File: config.mk
export PLATFORM = sky130hd
export DESIGN_NAME = dpram_host
export DESIGN_NICKNAME = d
export VERILOG_FILES = /design/src/logic/dpram_host_pkg.sv /design/src/logic/dpram_host.sv
export VERILOG_INCLUDE_DIRS = /design/src /design/src/logic
export SDC_FILE = /design/constraint.sdc
export NUM_CORES = 1
export LEC_CHECK = 0
export BUFFER_PORTS_ARGS = -buffer_cell sky130_fd_sc_hd__buf_2
export CAP_MARGIN = 5
export CORE_ASPECT_RATIO = 1.2
export CORE_MARGIN = 8
export CORE_UTILIZATION = 46
export DETAILED_ROUTE_END_ITERATION = 10
export PLACE_DENSITY = 0.74
export REMOVE_ABC_BUFFERS = 1
export SETUP_SLACK_MARGIN = 0.1
export SLEW_MARGIN = 15
export SYNTH_ARGS = -nofsm -noshare
export SYNTH_HDL_FRONTEND = slang
export SYNTH_SLANG_ARGS = --single-unit
export TNS_END_PERCENT = 5
File: constraint.sdc
create_clock -name clk_i -period 1.9 [get_ports clk_i]
set_input_delay 0.095 -clock clk_i [delete_from_list [all_inputs] [get_ports clk_i]]
set_output_delay 0.095 -clock clk_i [all_outputs]
set_load 0.02 [all_outputs]
File: src/logic/dpram_host_cfg.svh
// timing and address constants for the dual-port ram host port controller
`ifndef DPRAM_HOST_CFG_SVH
`define DPRAM_HOST_CFG_SVH
`define CLK_PERIOD_NS 25
`define WRITE_PULSE_MIN_NS 40
`define WRITE_TO_Z_NS 30
`define DATA_SETUP_TO_WRITE_END_NS 20
`define WRITE_HOLD_AFTER_CONTENTION_NS 20
`define READ_ACCESS_NS 55
`define CYC_UP(ns) (((ns) + `CLK_PERIOD_NS - 1) / `CLK_PERIOD_NS)
`define WP_PLAIN_CYC 4'(`CYC_UP(`WRITE_PULSE_MIN_NS))
`define WP_OE_CYC 4'(`CYC_UP(`WRITE_TO_Z_NS + `DATA_SETUP_TO_WRITE_END_NS))
`define WH_CYC 4'(`CYC_UP(`WRITE_HOLD_AFTER_CONTENTION_NS))
`define RD_CYC 4'(`CYC_UP(`READ_ACCESS_NS))
`define MAILBOX_TOP 10'h3ff
`define MAILBOX_NEXT 10'h3fe
`endif

File: src/logic/dpram_host_pkg.sv
// types shared by the dual-port ram host port controller
package dpram_host_pkg;
  typedef struct packed {
    logic write;
    logic [9:0] addr;
    logic [7:0] data;
  } req_t;
  typedef struct packed {
    logic sel_n;
    logic rw;
    logic oe_n;
    logic [9:0] addr;
  } pins_t;
endpackage : dpram_host_pkg

File: src/logic/dpram_host.sv
// host-side port controller for one port of a dual-port static ram
`timescale 1ns/1ps
`default_nettype none
`include "dpram_host_cfg.svh"
module dpram_host (
  // clock and reset
  input wire logic clk_i,
  input wire logic rst_i,
  // user request side
  input wire logic req_valid_i,
  input var dpram_host_pkg::req_t req_i,
  input wire logic oe_during_write_i,
  output logic req_ready_o,
  output logic rdata_valid_o,
  output logic [7:0] rdata_o,
  output logic busy_seen_o,
  output logic mailbox_o,
  // ram port pins
  output var dpram_host_pkg::pins_t pins_o,
  input wire logic [7:0] data_i,
  output logic [7:0] data_o,
  output logic data_oe_o,
  input wire logic busy_n_i,
  input wire logic int_n_i
);
  // transfer sequencing
  typedef enum {IDLE, ADDR, WPULSE, WHOLD, RACC, DONE} state_t;

  // sequencer state
  state_t state_q;
  state_t state_d;

  // request held for the whole transfer
  dpram_host_pkg::req_t cur_q;
  logic oe_w_q;

  // one down-counter serves pulse, hold and access waits
  logic [3:0] cnt_q;
  logic [3:0] cnt_d;

  // current write was stalled by contention
  logic blocked_q;
  logic blocked_d;

  // state decode
  wire logic in_idle = (state_q == IDLE);
  wire logic in_addr = (state_q == ADDR);
  wire logic in_pulse = (state_q == WPULSE);
  wire logic in_hold = (state_q == WHOLD);
  wire logic in_read = (state_q == RACC);
  wire logic cnt_done = (cnt_q == 4'h0);

  // contention input, active low on the pin
  wire logic busy_now = !busy_n_i;

  // ready is a flop, so a request in the first cycle after reset waits
  wire logic start = in_idle && req_valid_i && req_ready_o;

  // contention seen while the strobe is low freezes the write
  // limitation: contention that never ends stalls the port, no timeout
  wire logic stall_write = busy_now && (in_pulse || in_hold);

  // output enable low during a write needs the longer pulse
  wire logic [3:0] wp_oe_len = (`WP_OE_CYC > `WP_PLAIN_CYC) ? `WP_OE_CYC : `WP_PLAIN_CYC;
  wire logic [3:0] wp_len = oe_w_q ? wp_oe_len : `WP_PLAIN_CYC;
  wire logic [3:0] first_len = cur_q.write ? wp_len : `RD_CYC;
  wire logic [3:0] hold_len = `WH_CYC;
  wire logic read_last = in_read && cnt_done;

  always_comb begin
    state_d = state_q;
    case (state_q)
      IDLE: begin
        if (start) begin
          state_d = ADDR;
        end
      end
      ADDR: begin
        state_d = cur_q.write ? WPULSE : RACC;
      end
      WPULSE: begin
        if (busy_now) begin
          state_d = WPULSE;
        end else if (blocked_q) begin
          // released: keep the strobe low a little longer
          state_d = WHOLD;
        end else if (cnt_done) begin
          state_d = DONE;
        end
      end
      WHOLD: begin
        if (busy_now) begin
          state_d = WPULSE;
        end else if (cnt_done) begin
          state_d = DONE;
        end
      end
      RACC: begin
        if (cnt_done) begin
          state_d = DONE;
        end
      end
      DONE: begin
        state_d = IDLE;
      end
      default: begin
        state_d = IDLE;
      end
    endcase
  end

  always_comb begin
    cnt_d = cnt_q;
    blocked_d = blocked_q;
    if (in_addr) begin
      cnt_d = first_len - 4'h1;
      blocked_d = 1'b0;
    end else if (stall_write) begin
      // reload on every stalled cycle so the hold counts from release
      cnt_d = hold_len - 4'h1;
      blocked_d = 1'b1;
    end else if (!cnt_done) begin
      cnt_d = cnt_q - 4'h1;
    end
  end

  always_ff @(posedge clk_i) begin
    if (rst_i) begin
      state_q <= IDLE;
      cnt_q <= 4'h0;
      blocked_q <= 1'b0;
    end else begin
      state_q <= state_d;
      cnt_q <= cnt_d;
      blocked_q <= blocked_d;
    end
  end

  // request capture
  always_ff @(posedge clk_i) begin
    if (rst_i) begin
      cur_q <= '0;
      oe_w_q <= 1'b0;
    end else if (start) begin
      cur_q <= req_i;
      oe_w_q <= oe_during_write_i;
    end
  end

  // next pin levels
  wire logic strobe_next = (state_d == WPULSE) || (state_d == WHOLD);
  // select falls with the strobe, never before it, so the ram keeps its
  // data pins floating while we drive them
  wire logic select_next = strobe_next || (state_d == RACC);
  wire logic read_oe_next = (state_d == RACC);
  wire logic write_oe_next = oe_w_q && strobe_next;
  // address moves only at the take edge, with the strobe still high
  wire logic [9:0] addr_next = start ? req_i.addr : pins_o.addr;
  wire logic [7:0] wdata_next = cur_q.data;
  dpram_host_pkg::pins_t pins_next;
  assign pins_next = '{sel_n: !select_next, rw: !strobe_next,
                       oe_n: !(read_oe_next || write_oe_next), addr: addr_next};

  always_ff @(posedge clk_i) begin
    if (rst_i) begin
      pins_o <= '{sel_n: 1'b1, rw: 1'b1, oe_n: 1'b1, addr: 10'h000};
      data_o <= 8'h00;
      data_oe_o <= 1'b0;
    end else begin
      pins_o <= pins_next;
      data_o <= wdata_next;
      data_oe_o <= strobe_next;
    end
  end

  // user side next values
  wire logic ready_next = (state_d == IDLE);
  wire logic [7:0] rdata_next = read_last ? data_i : rdata_o;
  wire logic busy_seen_next = busy_now;
  wire logic mailbox_next = !int_n_i;

  // rdata_o holds the last byte read until the next read ends
  always_ff @(posedge clk_i) begin
    if (rst_i) begin
      req_ready_o <= 1'b0;
      rdata_valid_o <= 1'b0;
      rdata_o <= 8'h00;
    end else begin
      req_ready_o <= ready_next;
      rdata_valid_o <= read_last;
      rdata_o <= rdata_next;
    end
  end

  // status copies only; the ram keeps the real flags
  always_ff @(posedge clk_i) begin
    if (rst_i) begin
      busy_seen_o <= 1'b0;
      mailbox_o <= 1'b0;
    end else begin
      busy_seen_o <= busy_seen_next;
      mailbox_o <= mailbox_next;
    end
  end
endmodule : dpram_host
`default_nettype wire

; ---- Yosys cells after proc, flatten, opt, wreduce, memory -nomap -nowiden
; Cells that the tools add are included.
[classes]
muxes = 11
n_mul = 0
n_shift = 0
addsub = 2
reduce_logical = 19
magnitude_cmp = 0
bitwise = 0
n_div = 0
n_eq_ne = 12
[ops]
columns = operator, count
row1 = $eq A32 B3 Y1 const B, 5
row2 = $mux W32, 5
row3 = $pmux W32 S5, 1
row4 = $eq A32 B2 Y1 const B, 3
row5 = $logic_not A32 Y1, 3
row6 = $eq A32 B4 Y1 const B, 2
row7 = $eq A32 B1 Y1 const B, 1
row8 = $mux W4, 3
row9 = $logic_and A1 B1 Y1, 5
row10 = $logic_not A1 Y1, 5
row11 = $logic_not A4 Y1, 1
row12 = $logic_or A1 B1 Y1, 4
row13 = $sub A4 B1 Y4 const B, 1
row14 = $mux W3, 1
row15 = $ne A3 B2 Y1 const B, 1
row16 = $sub A2 B1 Y3 const B, 1
row17 = $reduce_or A2 Y1, 1
row18 = $mux W1, 1
[totals]
mem_bits_rw = 0
memories = 0
latchBits = 0
wordCells = 61
reg_bits = 81
mem_bits_ro = 0

; ---- Depth between registers and ports, before layout
[logic_depth]
word_depth = 10
ltp_mapped = 7
ltp_nobuf = 7

; ---- Least setup slack after synthesis
; OpenSTA, ideal clock, no wires.
[synth_timing]
path_kind = reg-to-reg
from = register cnt_q[0]
to = register rdata_o[0]
setup_ns = 0.128
slack_ns = -0.069
path_stages_with_launch = 8
arrival_ns = 1.841
cell_sequence = dfxtp_1 -> inv_1 -> ha_1 -> nor3b_2 -> nand3_1 -> nor3_2 -> mux2i_1 -> nor2_1
[synth_via]
elab_chain_cells = 2
[synth_rtl]
columns = item, line
row1 = start: declaration, dpram_host.sv:38  ; logic [3:0] cnt_q;
row2 = start signal: assignment, dpram_host.sv:134  ; cnt_q <= cnt_d;
row3 = $logic_not A4 Y1, dpram_host.sv:51  ; wire logic cnt_done = (cnt_q == 4'h0);
row4 = $logic_and A1 B1 Y1, dpram_host.sv:68  ; wire logic read_last = in_read && cnt_done;
row5 = end signal: assignment, dpram_host.sv:191  ; rdata_o <= rdata_next;
row6 = end: declaration, dpram_host.sv:15  ; output logic [7:0] rdata_o,
; No other way between the ends.
; A chain may end at the register's enable or synchronous reset.

; ---- Worst setup path in the final report
[layout_timing]
from = register state_q[0]
to = register, netlist name wdata_next[6]
[layout_via]
elab_chain_cells = 3
[layout_rtl]
columns = item, line
row1 = start: declaration, dpram_host.sv:30  ; state_t state_q;
row2 = start signal: assignment, dpram_host.sv:133  ; state_q <= state_d;
row3 = $logic_not A32 Y1, dpram_host.sv:46  ; wire logic in_idle = (state_q == IDLE);
row4 = $logic_and A1 B1 Y1 (2 in a row), dpram_host.sv:57  ; wire logic start = in_idle && req_valid_i && req_ready_o;
; No other way between the ends.

==> results.tsv <==
stage	metric	value	unit
critical_path	worst reg-to-reg path cell count	7	
critical_path	critical path's most frequent cell	nor2_1	
critical_path	CP max stage delay	0.36	ns
route	Vias/cell	4.70	
finish	final non-filler cell total	433	
timing	unrepaired setup endpoints after global routing	yes	
timing	FMAX	540	MHz
critical_path	type of the worst setup path	flip-flop to flip-flop	
route	DRC	0	
route	detailed-route wire length per cell	14.0	um
synthesis	Yosys top cell area share	63.3	%
floorplanning	Row Count	30	
synthesis	ys flop type	dfxtp_1	
critical_path	origin of the critical flop-to-flop path	state_q[0]	
finish	final net count	400	
critical_path	CP Max Fanout	5	
timing	final hold violations	0	
clocking	CTS H-tree lvls	3	
hold_path	Hold Path Stages	3	
critical_path	r2r setup slk	0.05	ns
synthesis	Mapped Avg Cell Area	11.2	um2
critical_path	Setup crit start	state_q[0]	
route	initial DRC count	133	
synthesis	Post-synth top cells	dfxtp_1, nor2_1, mux2i_1, nor3_1, nor4_1	
grt	largest net degree at the start of global routing	37	
power_and_ir_drop	P per Cell Area	945	nW/um2
route	total iterations of the first detailed-routing run	4	
critical_path	crit path cell chain	nor2_1 -> and4b_1 -> nor3b_4 -> buf_6 -> buf_12 -> mux2i_1 -> nor2_1	
critical_path	Critical Path Sink Type	flip-flop	
status	status	finished clean	
power_and_ir_drop	worst vdd ir	0.615	mV
clocking	root buffer cell	clkbuf_8	
floorplanning	io pins	67	
route	Vias	2033	
synthesis	top-count cell post-synth	dfxtp_1	
floorplanning	initial core utilization	46.4	%
synthesis	number of flops mapped to enable cells by yosys	0	
synthesis	library cells used by synthesis	38	
synthesis	Yosys Warn Count	0	
critical_path	Worst Path Arrival	2.07	ns
grt	initial antenna violation count	0	
clocking	Num Clock Sinks	81	
floorplanning	die height	97.8	um
clocking	Clock transition at path regs	0.07	ns
synthesis	Post-Synthesis Cells	228	
floorplanning	die area	8230	um2
synthesis	area leader, netlist	dfxtp_1	
route	WL final	6050	um
grt	global-route wire length before repair	9670	um
critical_path	r2r endpoint	wdata_next[6]	
power_and_ir_drop	Overall Power	3.57	mW
finish	share of post-route cells with drive strength above 1	30.4	%
finish	synthesis-to-layout area growth	47.6	%
place	RD Place Congestion	0.866	
hold_path	hold endpoint	cur_q[18]	
timing	Tcrit/Tclk final	97.4	%
clocking	CTS tree	yes	
synthesis	ys async rst share	0	%
grt	vias in the first global route	2168	
critical_path	CP required	2.12	ns
critical_path	critical path startpoint category	flip-flop	
clocking	worst-skew pair later-pin latency	0.34	ns
clocking	Num CTS Buffers	9	
synthesis	synthesized cell area	2560	um2
route	ANT nets after route	0	
timing	final worst clock skew	0.00594	ns
grt	total gr overflow	0	
synthesis	number of synthesized register bits	81	
synthesis	Seq/Total Area, Yosys	63.3	%
critical_path	Crit path max-delay family	simple AND/OR/NAND/NOR gates	
timing	Final setup viols	0	
power_and_ir_drop	Pleak	1.59	nW
place	number of port buffers	66	
grt	all-layer global routing usage	14.5	%
timing	max-slew violation count	0	
place	Inst Count DP	387	
timing	fin crit period	1.85	ns
critical_path	Worst Path Buf+Inv	2	
place	DP HPWL	3680	um
critical_path	Critical Path Slowest Stage Cell	nor2_1	
floorplanning	DIE WIDTH	84.1	um
floorplanning	Core ar.	5520	um2
finish	Antenna diodes	0	
hold_path	hold_sp	req_i[18]	
clocking	Clock Tree Buf Depth	2	
job	number of max-cap violations	0	
synthesis	Synth area leaders	dfxtp_1, mux2i_1, nor2_1	
hold_path	Hold WC Path Type	input pin to flip-flop	
==> metrics by stage <==
stage / util, % / area, um2 / hold WS (ns) / setup slack [ns] / setup TNS [ns]
2_1_floorplan: - / 2620 / 0.162 / -1.50 / -30.44
3_3_place_gp: 56.6 / 3120 / 0.252 / 0.0455 / 0
3_5_place_dp: 56.6 / 3120 / 0.263 / 0.0172 / 0
4_1_cts: 67.1 / 3700 / 0.00252 / 0.0922 / 0
5_1_grt: 68.5 / 3780 / 0.0223 / -0.0664 / -0.258
6_report: 68.5 / 3780 / 0.0192 / 0.0496 / 0
==> worst reg2reg max path, stage by stage, from the launching register on <==
cell	delay, ns
dfxtp_1	0.31
nor2_1	0.36
and4b_1	0.29
nor3b_4	0.19
buf_6	0.16
buf_12	0.13
mux2i_1	0.23
nor2_1	0.07
==> registers in the layout, indices dropped and copies added (netlist names) <==
register       flops
state_q           32
pins_o            13
data_o             8
rdata_o            8
wdata_next         8
cnt_q              4
blocked_q          1
busy_seen_o        1
cur_q              1
data_oe_o          1
mailbox_o          1
oe_w_q             1
rdata_valid_o      1
req_ready_o        1
==> how the worst max path moves through the flow <==
stage / endpoint / slack [ns] / depth (start not counted)
6_report: wdata_next[6] / 0.05 / 7
5_1_grt: pins_o[12] / -0.07 / 6
4_1_cts: rdata_o[5] / 0.09 / 8
3_5_place_dp: cnt_q[1] / 0.02 / 5
3_3_place_gp: pins_o[12] / 0.05 / 6
2_1_floorplan: cur_q[18] / -1.50 / 5
==> where the power goes <==
part           switching, mW  internal (mW)
sequential            0.0508           1.77
combinational          0.202          0.236
clock                  0.547          0.768
total                  0.800           2.77
==> routing by layer <==
metal | vias up | routed length [um] | global-route usage [%] | share of wire, %
met5 | - | 0 | 0 | 0
met1 | 941 | 2320 | 14.6 | 38
met2 | 58 | 3230 | 25.0 | 53
li1 | 1026 | - | - | -
met4 | 0 | 99 | 8.26 | 1.6
met3 | 8 | 404 | 5.16 | 6.7
==> placed cells by master (no fill, tap or decap), types with 2 or more instances in the layout <==
master and count:
dfxtp_1 78, buf_2 66, nor2_1 36, mux2i_1 29, conb_1 29, dlygate4sd3_1 27
clkbuf_8 10, nor3_1 9, buf_4 9, nor2b_1 8, nand2_1 6, nor4_1 4
o21ai_0 4, nor4_2 3, a21oi_1 3, dfxtp_2 3, inv_2 2, nor4_4 2
nand4_1 2, nor3b_4 2, inv_1 2, and2_1 2, xnor2_1 2, o31ai_1 2
clkbuf_1 2, bufinv_16 2, buf_6 2
==> cell families after synthesis <==
| group | after synthesis | synth area share, % |
|---|---|---|
| and+or+nand+nor | 86 | 17.2 |
| DFF | 81 | 63.3 |
| muxes | 29 | 11.3 |
| AOI/OAI and AO/OA | 14 | 3.91 |
| buffers and inverters | 13 | 2.44 |
| adders and majority gates | 2 | 0.976 |
| xor gates and xnor gates | 2 | 0.684 |
| other | 1 | 0.146 |
==> cell type report <==
cell class / instances / area (um2)
tap: 64 / 80.1
fill: 405 / 1740
clock inverter: 3 / 65.1
timing repair buffer: 107 / 763
inverter: 4 / 15.0
sequential: 81 / 1630
multi-input combinational: 162 / 1090
clock buffer: 12 / 145
==> what timing repair did <==
action,in CTS,in global routing
endpoints found under the setup margin,38,39
buffers inserted,1,1
gates cloned,1,1
endpoints found under the hold margin,27,0
hold buffers,27,0
pin swaps,2,8
resized for setup,10,12
Power figures use the tool's default switching activity.
